**config.mk**
```make
export PLATFORM = sky130hd
export DESIGN_NAME = icr_config_regs
export DESIGN_NICKNAME = d
export VERILOG_FILES = /design/src/core/icr_pkg.sv /design/src/core/icr_reg_mem.sv /design/src/core/icr_config_regs.sv
export SDC_FILE = /design/constraint.sdc
export NUM_CORES = 1
export LEC_CHECK = 0
export ABC_CLOCK_PERIOD_IN_PS = 2350
export BUFFER_PORTS_ARGS = -buffer_cell sky130_fd_sc_hd__buf_2
export CORE_MARGIN = 5
export CORE_UTILIZATION = 50
export CTS_BUF_LIST = sky130_fd_sc_hd__clkbuf_2 sky130_fd_sc_hd__clkbuf_4 sky130_fd_sc_hd__clkbuf_8
export DETAILED_ROUTE_END_ITERATION = 16
export PLACE_DENSITY = 0.71
export SYNTH_ARGS = -nofsm -noshare
export SYNTH_HDL_FRONTEND = slang
export SYNTH_SLANG_ARGS = --single-unit
```
**constraint.sdc**
```tcl
create_clock -name sys_clk -period 2.35 [get_ports sys_clk]
set_input_delay 0.1175 -clock sys_clk [delete_from_list [all_inputs] [get_ports sys_clk]]
set_output_delay 0.1175 -clock sys_clk [all_outputs]
set_load 0.03 [all_outputs]
```
**src/core/icr_pkg.sv**
```systemverilog
// shared constants for the interpolator configuration register bank
package icr_pkg;
    localparam int ADDR_W = 4;
    localparam int DATA_W = 8;
    localparam int NUM_REGS = 16;

    // register offsets
    localparam logic [3:0] ADR_FORMAT    = 4'h0;
    localparam logic [3:0] ADR_HYST      = 4'h1;
    localparam logic [3:0] ADR_INCR      = 4'h2;
    localparam logic [3:0] ADR_LINK      = 4'h3;
    localparam logic [3:0] ADR_FLIM_LO   = 4'h4;
    localparam logic [3:0] ADR_FLIM_HI   = 4'h5;
    localparam logic [3:0] ADR_TIMEOUT   = 4'h6;
    localparam logic [3:0] ADR_TO_EXT    = 4'h7;
    localparam logic [3:0] ADR_GAIN      = 4'h8;
    localparam logic [3:0] ADR_COS_TRIM  = 4'h9;
    localparam logic [3:0] ADR_PHASE     = 4'hB;
    localparam logic [3:0] ADR_AMPLITUDE_THRESHOLD_CODE      = 4'hC;
    localparam logic [3:0] ADR_UNUSED_A  = 4'hD;
    localparam logic [3:0] ADR_UNUSED_B  = 4'hE;
    localparam logic [3:0] ADR_CHECKSUM  = 4'hF;

    // field positions
    localparam int RES_MSB      = 4;
    localparam int PROT_BIT     = 3;
    localparam int STATUS_W     = 3;
    localparam int GAIN_MSB     = 7;
    localparam int GAIN_LSB     = 4;
    localparam int FLIM_HI_MSB  = 6;
    localparam int AMP_SEL_BIT  = 2;
    localparam int AMP_CODE_MSB = 1;

    // amplitude thresholds in mV, indexed by the 2-bit threshold code except the single upper limit
    localparam int MV_W = 13;
    localparam logic [3:0][12:0] MIN_TH_MV = {13'h0E10, 13'h0D48, 13'h0C80, 13'h0BB8};
    localparam logic [3:0][12:0] LOW_TH_MV = {13'h09C4, 13'h07D0, 13'h05DC, 13'h03E8};
    localparam logic [12:0]      UPPER_TH_MV = 13'h1194;

    // fault indication timing
    localparam int CLK_KHZ        = 40000;
    localparam int FAULT_HOLD_MS  = 10;
    localparam int FAULT_HOLD_CYC = FAULT_HOLD_MS * CLK_KHZ;

    typedef enum logic {FLT_IDLE, FLT_SHOW} icr_fault_t;
endpackage

```
**src/core/icr_reg_mem.sv**
```systemverilog
// sixteen-byte configuration store with registered read port
module icr_reg_mem (
    // clock and reset
    input  wire logic                   sys_clk,
    input  wire logic                   rst,
    // write port
    input  wire logic                   wrEn,
    input  wire logic [3:0]             wrAddr,
    input  wire logic [7:0]             wrData,
    // read port
    input  wire logic                   rdEn,
    input  wire logic [3:0]             rdAddr,
    input  wire logic [2:0]             statusBits,
    output logic      [7:0]             rdData,
    // all cells, flat, byte n at bits 8n+7:8n
    output logic      [127:0]           cells
);
    logic [7:0] mem [icr_pkg::NUM_REGS];

    // storage has no reset: contents are unknown until loaded
    always_ff @(posedge sys_clk) begin
        if (wrEn) begin
            mem[wrAddr] <= wrData;
        end
    end

    // flat view of the cells for the field decoders
    for (genvar i = 0; i < icr_pkg::NUM_REGS; i++) begin : g_flat
        assign cells[i*8 +: 8] = mem[i];
    end

    // live status bits replace the low bits of the link byte on read
    always_ff @(posedge sys_clk or posedge rst) begin
        if (rst) begin
            rdData <= 8'h00;
        end else if (rdEn) begin
            if (rdAddr == icr_pkg::ADR_LINK) begin
                rdData <= {mem[rdAddr][7:icr_pkg::STATUS_W], statusBits};
            end else begin
                rdData <= mem[rdAddr];
            end
        end
    end
endmodule

```
**src/core/icr_config_regs.sv**
```systemverilog
// configuration register bank with amplitude monitor and fault pin driver
// How it works
// - with no start-up load the stored bytes are undefined; no reset value assumed
// - unprotected, every register accepts host reads and writes
// - byte at 0x0F holds the loaded checksum covering bytes 0x00 to 0x0E
// - check select 0: amplitude compared to one minimum, code steps it upward
// - check select 1: squared sum checked against one upper limit for codes 4..7
// - check select 1: lower limit rises with code from 4; outside window is error
// - amplitude and frequency fault flags read zero when the error is present
// - any fault pulls the fault pin low at least 10 ms while the link is idle
module icr_config_regs #(
    parameter int unsigned HOLD_CYCLES = icr_pkg::FAULT_HOLD_CYC
) (
    // clock and reset
    input  wire logic                   sys_clk,
    input  wire logic                   rst,
    // register access, host or start-up load
    input  wire logic [3:0]             regAddr,
    input  wire logic [7:0]             regWrData,
    input  wire logic                   regWrEn,
    input  wire logic                   eepromLoad,
    input  wire logic                   regRdEn,
    output logic      [7:0]             regRdData,
    output logic                        regRdValid,
    // converter measurements
    input  wire logic [12:0]            amplitudeMv,
    input  wire logic [12:0]            squareSumMv,
    input  wire logic                   freqFault,
    // serial link state
    input  wire logic                   serialClockIn,
    input  wire logic                   accessBusy,
    // open-drain fault pin
    input  wire logic                   faultPinIn,
    output logic                        faultPinOut,
    output logic                        faultPinOe,
    output logic                        faultPinLevel,
    // decoded configuration and active-low fault flags
    output logic      [4:0]             resolutionSelect,
    output logic      [3:0]             gainCode,
    output logic      [14:0]            converterFrequencyLimit,
    output logic      [7:0]             storedChecksumByte,
    output logic                        writeProtectLevel,
    output logic                        amplitudeCheckSelect,
    output logic      [1:0]             amplitudeThresholdCode,
    output logic                        amplitudeFaultFlagN,
    output logic                        frequencyFaultFlagN
);
    localparam int CNT_W = $clog2(HOLD_CYCLES + 1);

    logic [127:0]     cells;
    logic [7:0]       fmtByte;
    logic [7:0]       linkByte;
    logic [7:0]       gainByte;
    logic [7:0]       flimLoByte;
    logic [7:0]       flimHiByte;
    logic [7:0]       amplByte;
    logic             wrAllowed;
    logic             ampErr;
    logic             ampFlagN_q;
    logic             freqFlagN_q;
    logic             sclkMeta_q;
    logic             sclkSync_q;
    logic             pinMeta_q;
    logic             pinSync_q;
    logic             linkIdle;
    logic             anyFault;
    icr_pkg::icr_fault_t faultState_q;
    logic [CNT_W-1:0] holdCnt_q;

    // byte n of the flat store
    function automatic logic [7:0] cellByte(input logic [127:0] c, input logic [3:0] a);
        return c[a*8 +: 8];
    endfunction

    // protection blocks host writes only; the start-up load always lands
    assign wrAllowed = regWrEn && (eepromLoad || !writeProtectLevel);

    icr_reg_mem u_mem (
        .sys_clk    (sys_clk),
        .rst        (rst),
        .wrEn       (wrAllowed),
        .wrAddr     (regAddr),
        .wrData     (regWrData),
        .rdEn       (regRdEn),
        .rdAddr     (regAddr),
        .statusBits ({1'b0, ampFlagN_q, freqFlagN_q}),
        .rdData     (regRdData),
        .cells      (cells)
    );

    // read data valid one cycle after the strobe
    always_ff @(posedge sys_clk or posedge rst) begin
        if (rst) begin
            regRdValid <= 1'b0;
        end else begin
            regRdValid <= regRdEn;
        end
    end

    // bytes that carry decoded fields; a call result cannot be part-selected
    assign fmtByte    = cellByte(cells, icr_pkg::ADR_FORMAT);
    assign linkByte   = cellByte(cells, icr_pkg::ADR_LINK);
    assign gainByte   = cellByte(cells, icr_pkg::ADR_GAIN);
    assign flimLoByte = cellByte(cells, icr_pkg::ADR_FLIM_LO);
    assign flimHiByte = cellByte(cells, icr_pkg::ADR_FLIM_HI);
    assign amplByte   = cellByte(cells, icr_pkg::ADR_AMPLITUDE_THRESHOLD_CODE);

    // field decode straight from the store, unknown until loaded
    assign resolutionSelect = fmtByte[icr_pkg::RES_MSB:0];
    assign writeProtectLevel = linkByte[icr_pkg::PROT_BIT];
    assign gainCode = gainByte[icr_pkg::GAIN_MSB:icr_pkg::GAIN_LSB];
    assign converterFrequencyLimit = {flimHiByte[icr_pkg::FLIM_HI_MSB:0], flimLoByte};
    assign storedChecksumByte = cellByte(cells, icr_pkg::ADR_CHECKSUM);
    assign amplitudeCheckSelect = amplByte[icr_pkg::AMP_SEL_BIT];
    assign amplitudeThresholdCode = amplByte[icr_pkg::AMP_CODE_MSB:0];

    // amplitude check: single minimum or squared-sum window
    always_comb begin
        if (amplitudeCheckSelect) begin
            ampErr = (squareSumMv > icr_pkg::UPPER_TH_MV)
                  || (squareSumMv < icr_pkg::LOW_TH_MV[amplitudeThresholdCode]);
        end else begin
            ampErr = amplitudeMv < icr_pkg::MIN_TH_MV[amplitudeThresholdCode];
        end
    end

    // active-low flags, refreshed every cycle
    always_ff @(posedge sys_clk or posedge rst) begin
        if (rst) begin
            ampFlagN_q  <= 1'b1;
            freqFlagN_q <= 1'b1;
        end else begin
            ampFlagN_q  <= !ampErr;
            freqFlagN_q <= !freqFault;
        end
    end
    assign amplitudeFaultFlagN = ampFlagN_q;
    assign frequencyFaultFlagN = freqFlagN_q;

    // pins come from outside, so two flops before use
    always_ff @(posedge sys_clk or posedge rst) begin
        if (rst) begin
            sclkMeta_q <= 1'b1;
            sclkSync_q <= 1'b1;
            pinMeta_q  <= 1'b1;
            pinSync_q  <= 1'b1;
        end else begin
            sclkMeta_q <= serialClockIn;
            sclkSync_q <= sclkMeta_q;
            pinMeta_q  <= faultPinIn;
            pinSync_q  <= pinMeta_q;
        end
    end
    assign faultPinLevel = pinSync_q;

    // indication only while the link clock rests high and no access runs
    assign linkIdle = sclkSync_q && !accessBusy;
    assign anyFault = !ampFlagN_q || !freqFlagN_q;

    // hold timer: the low phase never ends before the count runs out
    always_ff @(posedge sys_clk or posedge rst) begin
        if (rst) begin
            faultState_q <= icr_pkg::FLT_IDLE;
            holdCnt_q    <= '0;
        end else begin
            case (faultState_q)
                icr_pkg::FLT_IDLE: begin
                    if (anyFault && linkIdle) begin
                        faultState_q <= icr_pkg::FLT_SHOW;
                        holdCnt_q    <= CNT_W'(HOLD_CYCLES - 1);
                    end
                end
                icr_pkg::FLT_SHOW: begin
                    if (holdCnt_q != '0) begin
                        holdCnt_q <= holdCnt_q - 1'b1;
                    end else if (!anyFault) begin
                        faultState_q <= icr_pkg::FLT_IDLE;
                    end
                end
                default: begin
                    faultState_q <= icr_pkg::FLT_IDLE;
                end
            endcase
        end
    end

    // open drain: only ever pulls low, released during link traffic
    assign faultPinOut = 1'b0;
    assign faultPinOe  = (faultState_q == icr_pkg::FLT_SHOW) && linkIdle;

    property p_prot_block;
        @(posedge sys_clk) disable iff (rst)
        (regWrEn && !eepromLoad && writeProtectLevel) |=> $stable(cells);
    endproperty
    a_prot_block: assert property (p_prot_block) else $error("protected write changed a byte");

    property p_write_lands;
        @(posedge sys_clk) disable iff (rst)
        (regWrEn && (eepromLoad || !writeProtectLevel))
            |=> cellByte(cells, $past(regAddr)) == $past(regWrData);
    endproperty
    a_write_lands: assert property (p_write_lands) else $error("allowed write not stored");

    property p_checksum;
        @(posedge sys_clk) disable iff (rst)
        (wrAllowed && regAddr == icr_pkg::ADR_CHECKSUM)
            |=> storedChecksumByte == $past(regWrData);
    endproperty
    a_checksum: assert property (p_checksum) else $error("checksum byte not at top offset");

    property p_min_mode;
        @(posedge sys_clk) disable iff (rst)
        (!amplitudeCheckSelect && amplitudeMv < icr_pkg::MIN_TH_MV[amplitudeThresholdCode])
            |=> !amplitudeFaultFlagN;
    endproperty
    a_min_mode: assert property (p_min_mode) else $error("low amplitude not flagged");

    property p_upper;
        @(posedge sys_clk) disable iff (rst)
        (amplitudeCheckSelect && squareSumMv > icr_pkg::UPPER_TH_MV) |=> !amplitudeFaultFlagN;
    endproperty
    a_upper: assert property (p_upper) else $error("squared sum above limit not flagged");

    property p_window_ok;
        @(posedge sys_clk) disable iff (rst)
        (amplitudeCheckSelect && squareSumMv <= icr_pkg::UPPER_TH_MV
            && squareSumMv >= icr_pkg::LOW_TH_MV[amplitudeThresholdCode]) |=> amplitudeFaultFlagN;
    endproperty
    a_window_ok: assert property (p_window_ok) else $error("in-window sum flagged");

    property p_freq_flag;
        @(posedge sys_clk) disable iff (rst)
        freqFault |=> !frequencyFaultFlagN;
    endproperty
    a_freq_flag: assert property (p_freq_flag) else $error("frequency fault flag not low");

    property p_hold_start;
        @(posedge sys_clk) disable iff (rst)
        (faultState_q == icr_pkg::FLT_IDLE && anyFault && linkIdle)
            |=> faultState_q == icr_pkg::FLT_SHOW && holdCnt_q == CNT_W'(HOLD_CYCLES - 1);
    endproperty
    a_hold_start: assert property (p_hold_start) else $error("fault indication did not start");

    property p_no_early_release;
        @(posedge sys_clk) disable iff (rst)
        (faultState_q == icr_pkg::FLT_SHOW && holdCnt_q != '0) |=> faultState_q == icr_pkg::FLT_SHOW;
    endproperty
    a_no_early_release: assert property (p_no_early_release) else $error("fault ended early");
endmodule

```
==> flow_metrics.py, run 1 <==
metrics = {
    "outcome": {
        "status": "finished, final reports clean",
    },
    "synth": {
        "syn_area_mm2": 0.00712,
        "synth_seq_area_share_pct": 65.1,
        "synth_edf_count": 125,
        "synth_ff_type": "edfxtp_1",
        "synth.ff_latch_count": 160,
        "ys_types": 51,
        "avgSynthCellArea_um2": 15.5,
        "synthCells": 458,
        "ys_async_sr_fraction_pct": 21.9,
        "ys.warnings.count": 0,
        "syn_nets": 521,
    },
    "clock_tree": {
        "htreeDepth": 4,
        "cts_buffer_depth": 2,
        "clock_latency_ps": 440,
        "cts-root-buf": "clkbuf_8",
        "cts_tree": "done",
        "numCtsBuffers": 17,
        "clock-sinks": 160,
        "cts_setup_buffers": 0,
        "clk_pin_slew_ps": 90,
        "cts.repair.resized": 0,
    },
    "worst_setup_path": {
        "cp.required_ps": 2720,
        "startpoint": "holdCnt_q[0]",
        "reg2regPathDepth": 7,
        "cp.arrival_ps": 2480,
        "critPathMaxFanout": 5,
        "reg2reg_from": "holdCnt_q[0]",
        "cp-end-kind": "flip-flop",
        "worstPathCellList": "inv_1 -> ha_1 -> or4b_4 -> nor2b_4 -> nand3_4 -> or4_1 -> a21oi_1",
        "path_buf_inv": 1,
        "reg2reg_to": "holdCnt_q[10]",
        "cp_top_family": "simple AND/OR/NAND/NOR gates",
        "cp-start-kind": "flip-flop",
        "r2r_slack_ps": 240,
        "path_depth": 7,
        "cp_slowest_cell": "or4b_4",
        "worstSetupPathType": "flip-flop to flip-flop",
        "max_stage_delay_ps": 510,
    },
    "route": {
        "drt_iter0_drc": 365,
        "routed_wl_mm": 15.4,
        "firstDrtPassIters": 4,
        "drtAntennaViolNets": 0,
        "num_vias": 4246,
        "routed_via_density": 5.65,
        "detail_route.wl_per_cell_um": 20.5,
        "drc": 0,
    },
    "worst_hold_path": {
        "worstHoldStart": "regWrData[6]",
        "hold-path-endpoint": "u_mem.mem[2][6]",
        "min_path_type": "primary input to flip-flop",
        "whs_path_depth": 1,
    },
    "pwr": {
        "p_per_area_mw_per_mm2": 677,
        "p_leak_nw": 3.05,
        "finalPower_mw": 5.56,
        "peakVddDrop_mv": 0.472,
    },
    "sta": {
        "max_slew.worst_pin.slew_ps": 736,
        "setup-violations-final": 0,
        "finClkSkew_ps": 10.8,
        "setup_slack_ps": 241,
        "final_max_slew_viol_count": 0,
        "relSlewSlack_pct": 50.9,
        "fin_tns_setup_ps": 0,
        "finalHoldViolations": 0,
        "rsz0062_at_grt": "false",
        "finalCritPeriodShare_pct": 89.8,
        "max_freq_ghz": 0.474,
        "min_period_ps": 2110,
    },
    "global_routing": {
        "grt_max_degree": 28,
        "overflow": 0,
        "grt_pass1_wl_mm": 24.0,
        "track_usage_pct": 19.4,
        "antenna_found_initial": 0,
        "grt_pass1_vias": 4320,
    },
    "floorplanning": {
        "die_area_mm2": 0.0167,
        "design.core.area_mm2": 0.0139,
        "fp-row-count": 43,
        "initial_core_util_pct": 51.1,
        "ios": 97,
        "die_h_um": 129,
        "die_w_um": 129,
    },
    "cells_and_area": {
        "drive_gt1_share_pct": 37.4,
        "multi_input_area_mm2": 0.00207,
        "regArea_mm2": 0.00464,
        "areaGrowthSynthToFinish_pct": 15.2,
        "fill_cells": 1052,
        "nNetsFinal": 622,
        "antenna_cells": 0,
        "stdcell_count": 752,
        "final_area_mm2": 0.00820,
    },
    "place": {
        "placed_area_mm2": 0.00775,
        "place.port_buffers": 92,
        "dp.cells": 714,
        "gp_congestion": 0.909,
        "pre_cts_slack_ps": 269,
        "hpwl_mm": 10.9,
    },
    "flow_run": {
        "drv_cap": 0,
    },
}
cell usage after synthesis (6+ instances only):
cell | n | share of area, %
clkbuf_1 | 9 | 0.47
inv_1 | 16 | 0.84
buf_4 | 36 | 3.8
a211oi_1 | 6 | 0.63
mux4_2 | 33 | 10
nor2_1 | 31 | 1.6
o22ai_1 | 6 | 0.53
mux2_2 | 8 | 1.3
ha_1 | 16 | 2.8
a21oi_1 | 17 | 1.2
mux2i_1 | 8 | 1.1
dfstp_2 | 6 | 2.2
nand2_1 | 12 | 0.63
edfxtp_1 | 125 | 53
nand3_1 | 10 | 0.70
dfrtp_1 | 29 | 10
o21ai_0 | 12 | 0.84
nor3_1 | 14 | 0.98
nor2b_1 | 7 | 0.62
layout make-up:
cell class	count	share of cell area, %
sequential	160	56.5
multi-input combinational	230	25.3
timing repair buffer	134	9.94
clock buffer	21	3.22
tap	180	2.75
clock inverter	11	1.59
inverter	16	0.732
cells in the final DEF (no fill, tap or decap), types with 5 or more instances in the layout:
| cell type | instances |
|---|---|
| dlygate4sd3_1 | 6 |
| mux2_2 | 8 |
| o22ai_1 | 6 |
| inv_1 | 16 |
| a211oi_1 | 6 |
| buf_4 | 34 |
| dfstp_2 | 6 |
| nand2b_1 | 5 |
| dfrtp_1 | 29 |
| buf_2 | 92 |
| ha_1 | 16 |
| clkbuf_8 | 17 |
| nand2_1 | 12 |
| nor2_1 | 31 |
| a21oi_1 | 17 |
| mux4_2 | 33 |
| nand3_1 | 10 |
| nor3_1 | 14 |
| edfxtp_1 | 125 |
| nor2b_1 | 7 |
| mux2i_1 | 8 |
| o21ai_0 | 12 |
worst max-delay path by stage:
stage                                  to
after floorplan           u_mem.mem[2][0]
after global placement      holdCnt_q[10]
after detailed placement    holdCnt_q[10]
after CTS                   holdCnt_q[10]
after global routing        holdCnt_q[10]
final                       holdCnt_q[10]
cell families after synthesis:
family | after synthesis | synth area share, %
AND/OR/NAND/NOR | 102 | 7.91
adder cells (fa/ha/maj) | 16 | 2.81
buffers and inverters | 68 | 5.76
multiplexers | 49 | 12.8
AO/OA/AOI/OAI | 60 | 5.25
flip-flops | 160 | 65.1
XOR/XNOR | 2 | 0.246
other | 1 | 0.0527
flip-flops by register name (all words and copies together) (netlist names):
register and count:
faultPinLevel 1, amplitudeFaultFlagN 1, sclkMeta_q 1, regRdValid 1, sclkSync_q 1, faultState_q 1
u_mem.mem 125, u_mem.rdData 8, pinMeta_q 1, frequencyFaultFlagN 1, holdCnt_q 19
power breakdown:
group,leakage (nW),internal [mW],switching (mW),total [mW]
logic,1.33,0.175,0.253,0.428
clock network,0.203,1.00,0.999,2.00
registers,1.52,3.10,0.0222,3.13
metal layers:
| metal | share of wire, % | global-route usage, % |
|---|---|---|
| met1 | 42 | 26.2 |
| met3 | 5.9 | 5.56 |
| met2 | 51 | 31.5 |
| met5 | 0 | 0 |
| met4 | 1.0 | 4.63 |
worst reg2reg max path: cells and delay by family, from the launching register on:
family / cells / cell delay, ps
buffers and inverters: 1 / 90
AO/OA/AOI/OAI: 1 / 140
adder cells (fa/ha/maj): 1 / 200
AND/OR/NAND/NOR: 4 / 1210
flip-flops: 1 / 400
timing repair:
item                       in CTS  in global routing
hold endpoints to repair       17                  0
hold buffers                    6                  0
setup endpoints to repair       0                  0
through the flow:
step	hold WS, ps	util (%)
after detailed placement	228	55.6
after global placement	226	55.6
final	34.4	58.9
after CTS	11.2	58.9
after global routing	8.10	58.9
after floorplan	122	-
No activity file was read; power rests on OpenSTA's default activity.
==> run 2, diff against run 1 <==
--- a/config.mk
+++ b/config.mk
@@ -8,10 +8,11 @@
 export ABC_CLOCK_PERIOD_IN_PS = 2350
 export BUFFER_PORTS_ARGS = -buffer_cell sky130_fd_sc_hd__buf_2
 export CORE_MARGIN = 5
-export CORE_UTILIZATION = 50
+export CORE_UTILIZATION = 45
 export CTS_BUF_LIST = sky130_fd_sc_hd__clkbuf_2 sky130_fd_sc_hd__clkbuf_4 sky130_fd_sc_hd__clkbuf_8
+export CTS_CLUSTER_DIAMETER = 150
 export DETAILED_ROUTE_END_ITERATION = 16
-export PLACE_DENSITY = 0.71
+export REMOVE_ABC_BUFFERS = 1
 export SYNTH_ARGS = -nofsm -noshare
 export SYNTH_HDL_FRONTEND = slang
 export SYNTH_SLANG_ARGS = --single-unit
==> flow_metrics.py, run 2 (synthesized netlist as in run 1, its figures left out) <==
metrics = {
    "outcome": {
        "status": "finished, final reports clean",
    },
    "cells_and_area": {
        "largest_register": "u_mem.mem",
        "final_common_cell": "edfxtp_1",
        "top_regs": "u_mem.mem (125), holdCnt_q (19), u_mem.rdData (8)",
        "nNetsFinal": 624,
        "areaGrowthSynthToFinish_pct": 15.9,
        "antenna_cells": 0,
        "final_cell_mix": "edfxtp_1 (125), buf_2 (92), buf_4 (37)",
        "drive_gt1_share_pct": 37.6,
        "largest_reg_flops": 125,
        "fill_cells": 1327,
        "final_util_pct": 52.5,
    },
    "worst_setup_path": {
        "worstSetupPathType": "flip-flop to flip-flop",
        "setup.worst_path.end": "holdCnt_q[10]",
        "startpoint": "holdCnt_q[0]",
        "reg2regPathDepth": 7,
        "critPathMaxFanout": 5,
        "r2r_slack_ps": 270,
        "cp-start-kind": "flip-flop",
        "reg2reg_from": "holdCnt_q[0]",
        "cp.required_ps": 2720,
        "cp.arrival_ps": 2450,
        "reg2reg_to": "holdCnt_q[10]",
        "cp-end-kind": "flip-flop",
    },
    "route": {
        "firstDrtPassIters": 5,
        "routed_via_density": 5.35,
        "detail_route.wl_per_cell_um": 19.6,
        "drtAntennaViolNets": 0,
        "drc": 0,
        "drt_iter0_drc": 456,
        "num_vias": 4223,
        "routed_wl_mm": 15.5,
    },
    "floorplanning": {
        "die_h_um": 136,
        "fp-row-count": 46,
        "die_area_mm2": 0.0184,
        "ios": 97,
        "initial_core_util_pct": 45.3,
        "design.core.area_mm2": 0.0157,
        "die_w_um": 136,
    },
    "sta": {
        "relSlewSlack_pct": 54.1,
        "finalHoldViolations": 0,
        "setup_slack_ps": 274,
        "rsz0062_at_grt": "false",
        "max_freq_ghz": 0.482,
        "max_slew.worst_pin.slew_ps": 689,
        "finClkSkew_ps": 7.26,
        "fin_tns_setup_ps": 0,
        "min_period_ps": 2080,
        "setup-violations-final": 0,
        "final_max_slew_viol_count": 0,
        "finalCritPeriodShare_pct": 88.3,
    },
    "flow_run": {
        "drv_cap": 0,
    },
    "place": {
        "place.port_buffers": 92,
        "gp_congestion": 0.812,
        "pre_cts_slack_ps": 278,
        "hpwl_mm": 10.9,
    },
    "pwr": {
        "p_leak_nw": 3.05,
        "peakVddDrop_mv": 0.624,
        "p_per_area_mw_per_mm2": 676,
        "finalPower_mw": 5.58,
    },
    "clock_tree": {
        "clock_latency_ps": 440,
        "htreeDepth": 4,
        "ctsHoldBuffers": 6,
        "cts-root-buf": "clkbuf_8",
        "clock-sinks": 160,
        "cts_buffer_depth": 2,
        "clk_pin_slew_ps": 80,
        "cts.repair.resized": 0,
        "cts_setup_buffers": 0,
        "numCtsBuffers": 17,
        "cts_tree": "done",
    },
    "global_routing": {
        "track_usage_pct": 17.7,
        "grt_max_degree": 36,
        "grt_pass1_vias": 4351,
        "grt_pass1_wl_mm": 24.4,
        "antenna_found_initial": 0,
        "overflow": 0,
    },
    "worst_hold_path": {
        "whs_path_depth": 5,
        "min_path_type": "primary input to flip-flop",
    },
}
## run 2: worst min path at each step
stage,startpoint,end,slack [ps]
after detailed placement,serialClockIn,sclkMeta_q,220
after CTS,squareSumMv[7],amplitudeFaultFlagN,3
after global placement,serialClockIn,sclkMeta_q,230
after global routing,regWrData[2],u_mem.mem[4][2],2
final,squareSumMv[7],amplitudeFaultFlagN,40
after floorplan,faultPinIn,pinMeta_q,120
## run 2: worst max-delay path, stage by stage, from the launching register on
cell and delay, ps:
dfrtp_1 410, inv_1 80, ha_1 180, or4b_4 500
nor2b_4 170, nand3_4 100, or4_1 410, a21oi_1 150
## run 2: per-stage QoR
stage / hold WS, ps / cell area, um2 / instances
CTS: 2.84 / 8250 / 790
floorplan: 122 / 6770 / 406
global route: 1.73 / 8250 / 790
global placement: 225 / 7800 / 752
detailed placement: 224 / 7800 / 752
finish: 35.2 / 8250 / 790
## run 2: area by class of cell
cell class / count / area, um2 / share of cell area [%]
clock buffers: 18 / 241 / 2.93
clock inverters: 14 / 154 / 1.86
inverters: 16 / 60.1 / 0.728
multi-input cells: 230 / 2070 / 25.1
flip-flops and latches: 160 / 4640 / 56.2
well taps: 216 / 270 / 3.27
repair buffers: 136 / 818 / 9.92
## run 2: metal layers
layer	track usage [%]	routed length (um)
met1	24.1	6700
met2	28.5	7740
met3	4.53	854
met4	5.04	213
met5	0	0
## run 2: power by group
part | internal (mW) | leakage (nW) | switching [mW]
Combinational | 0.173 | 1.33 | 0.252
Sequential | 3.10 | 1.52 | 0.0232
Clock | 0.975 | 0.200 | 1.05
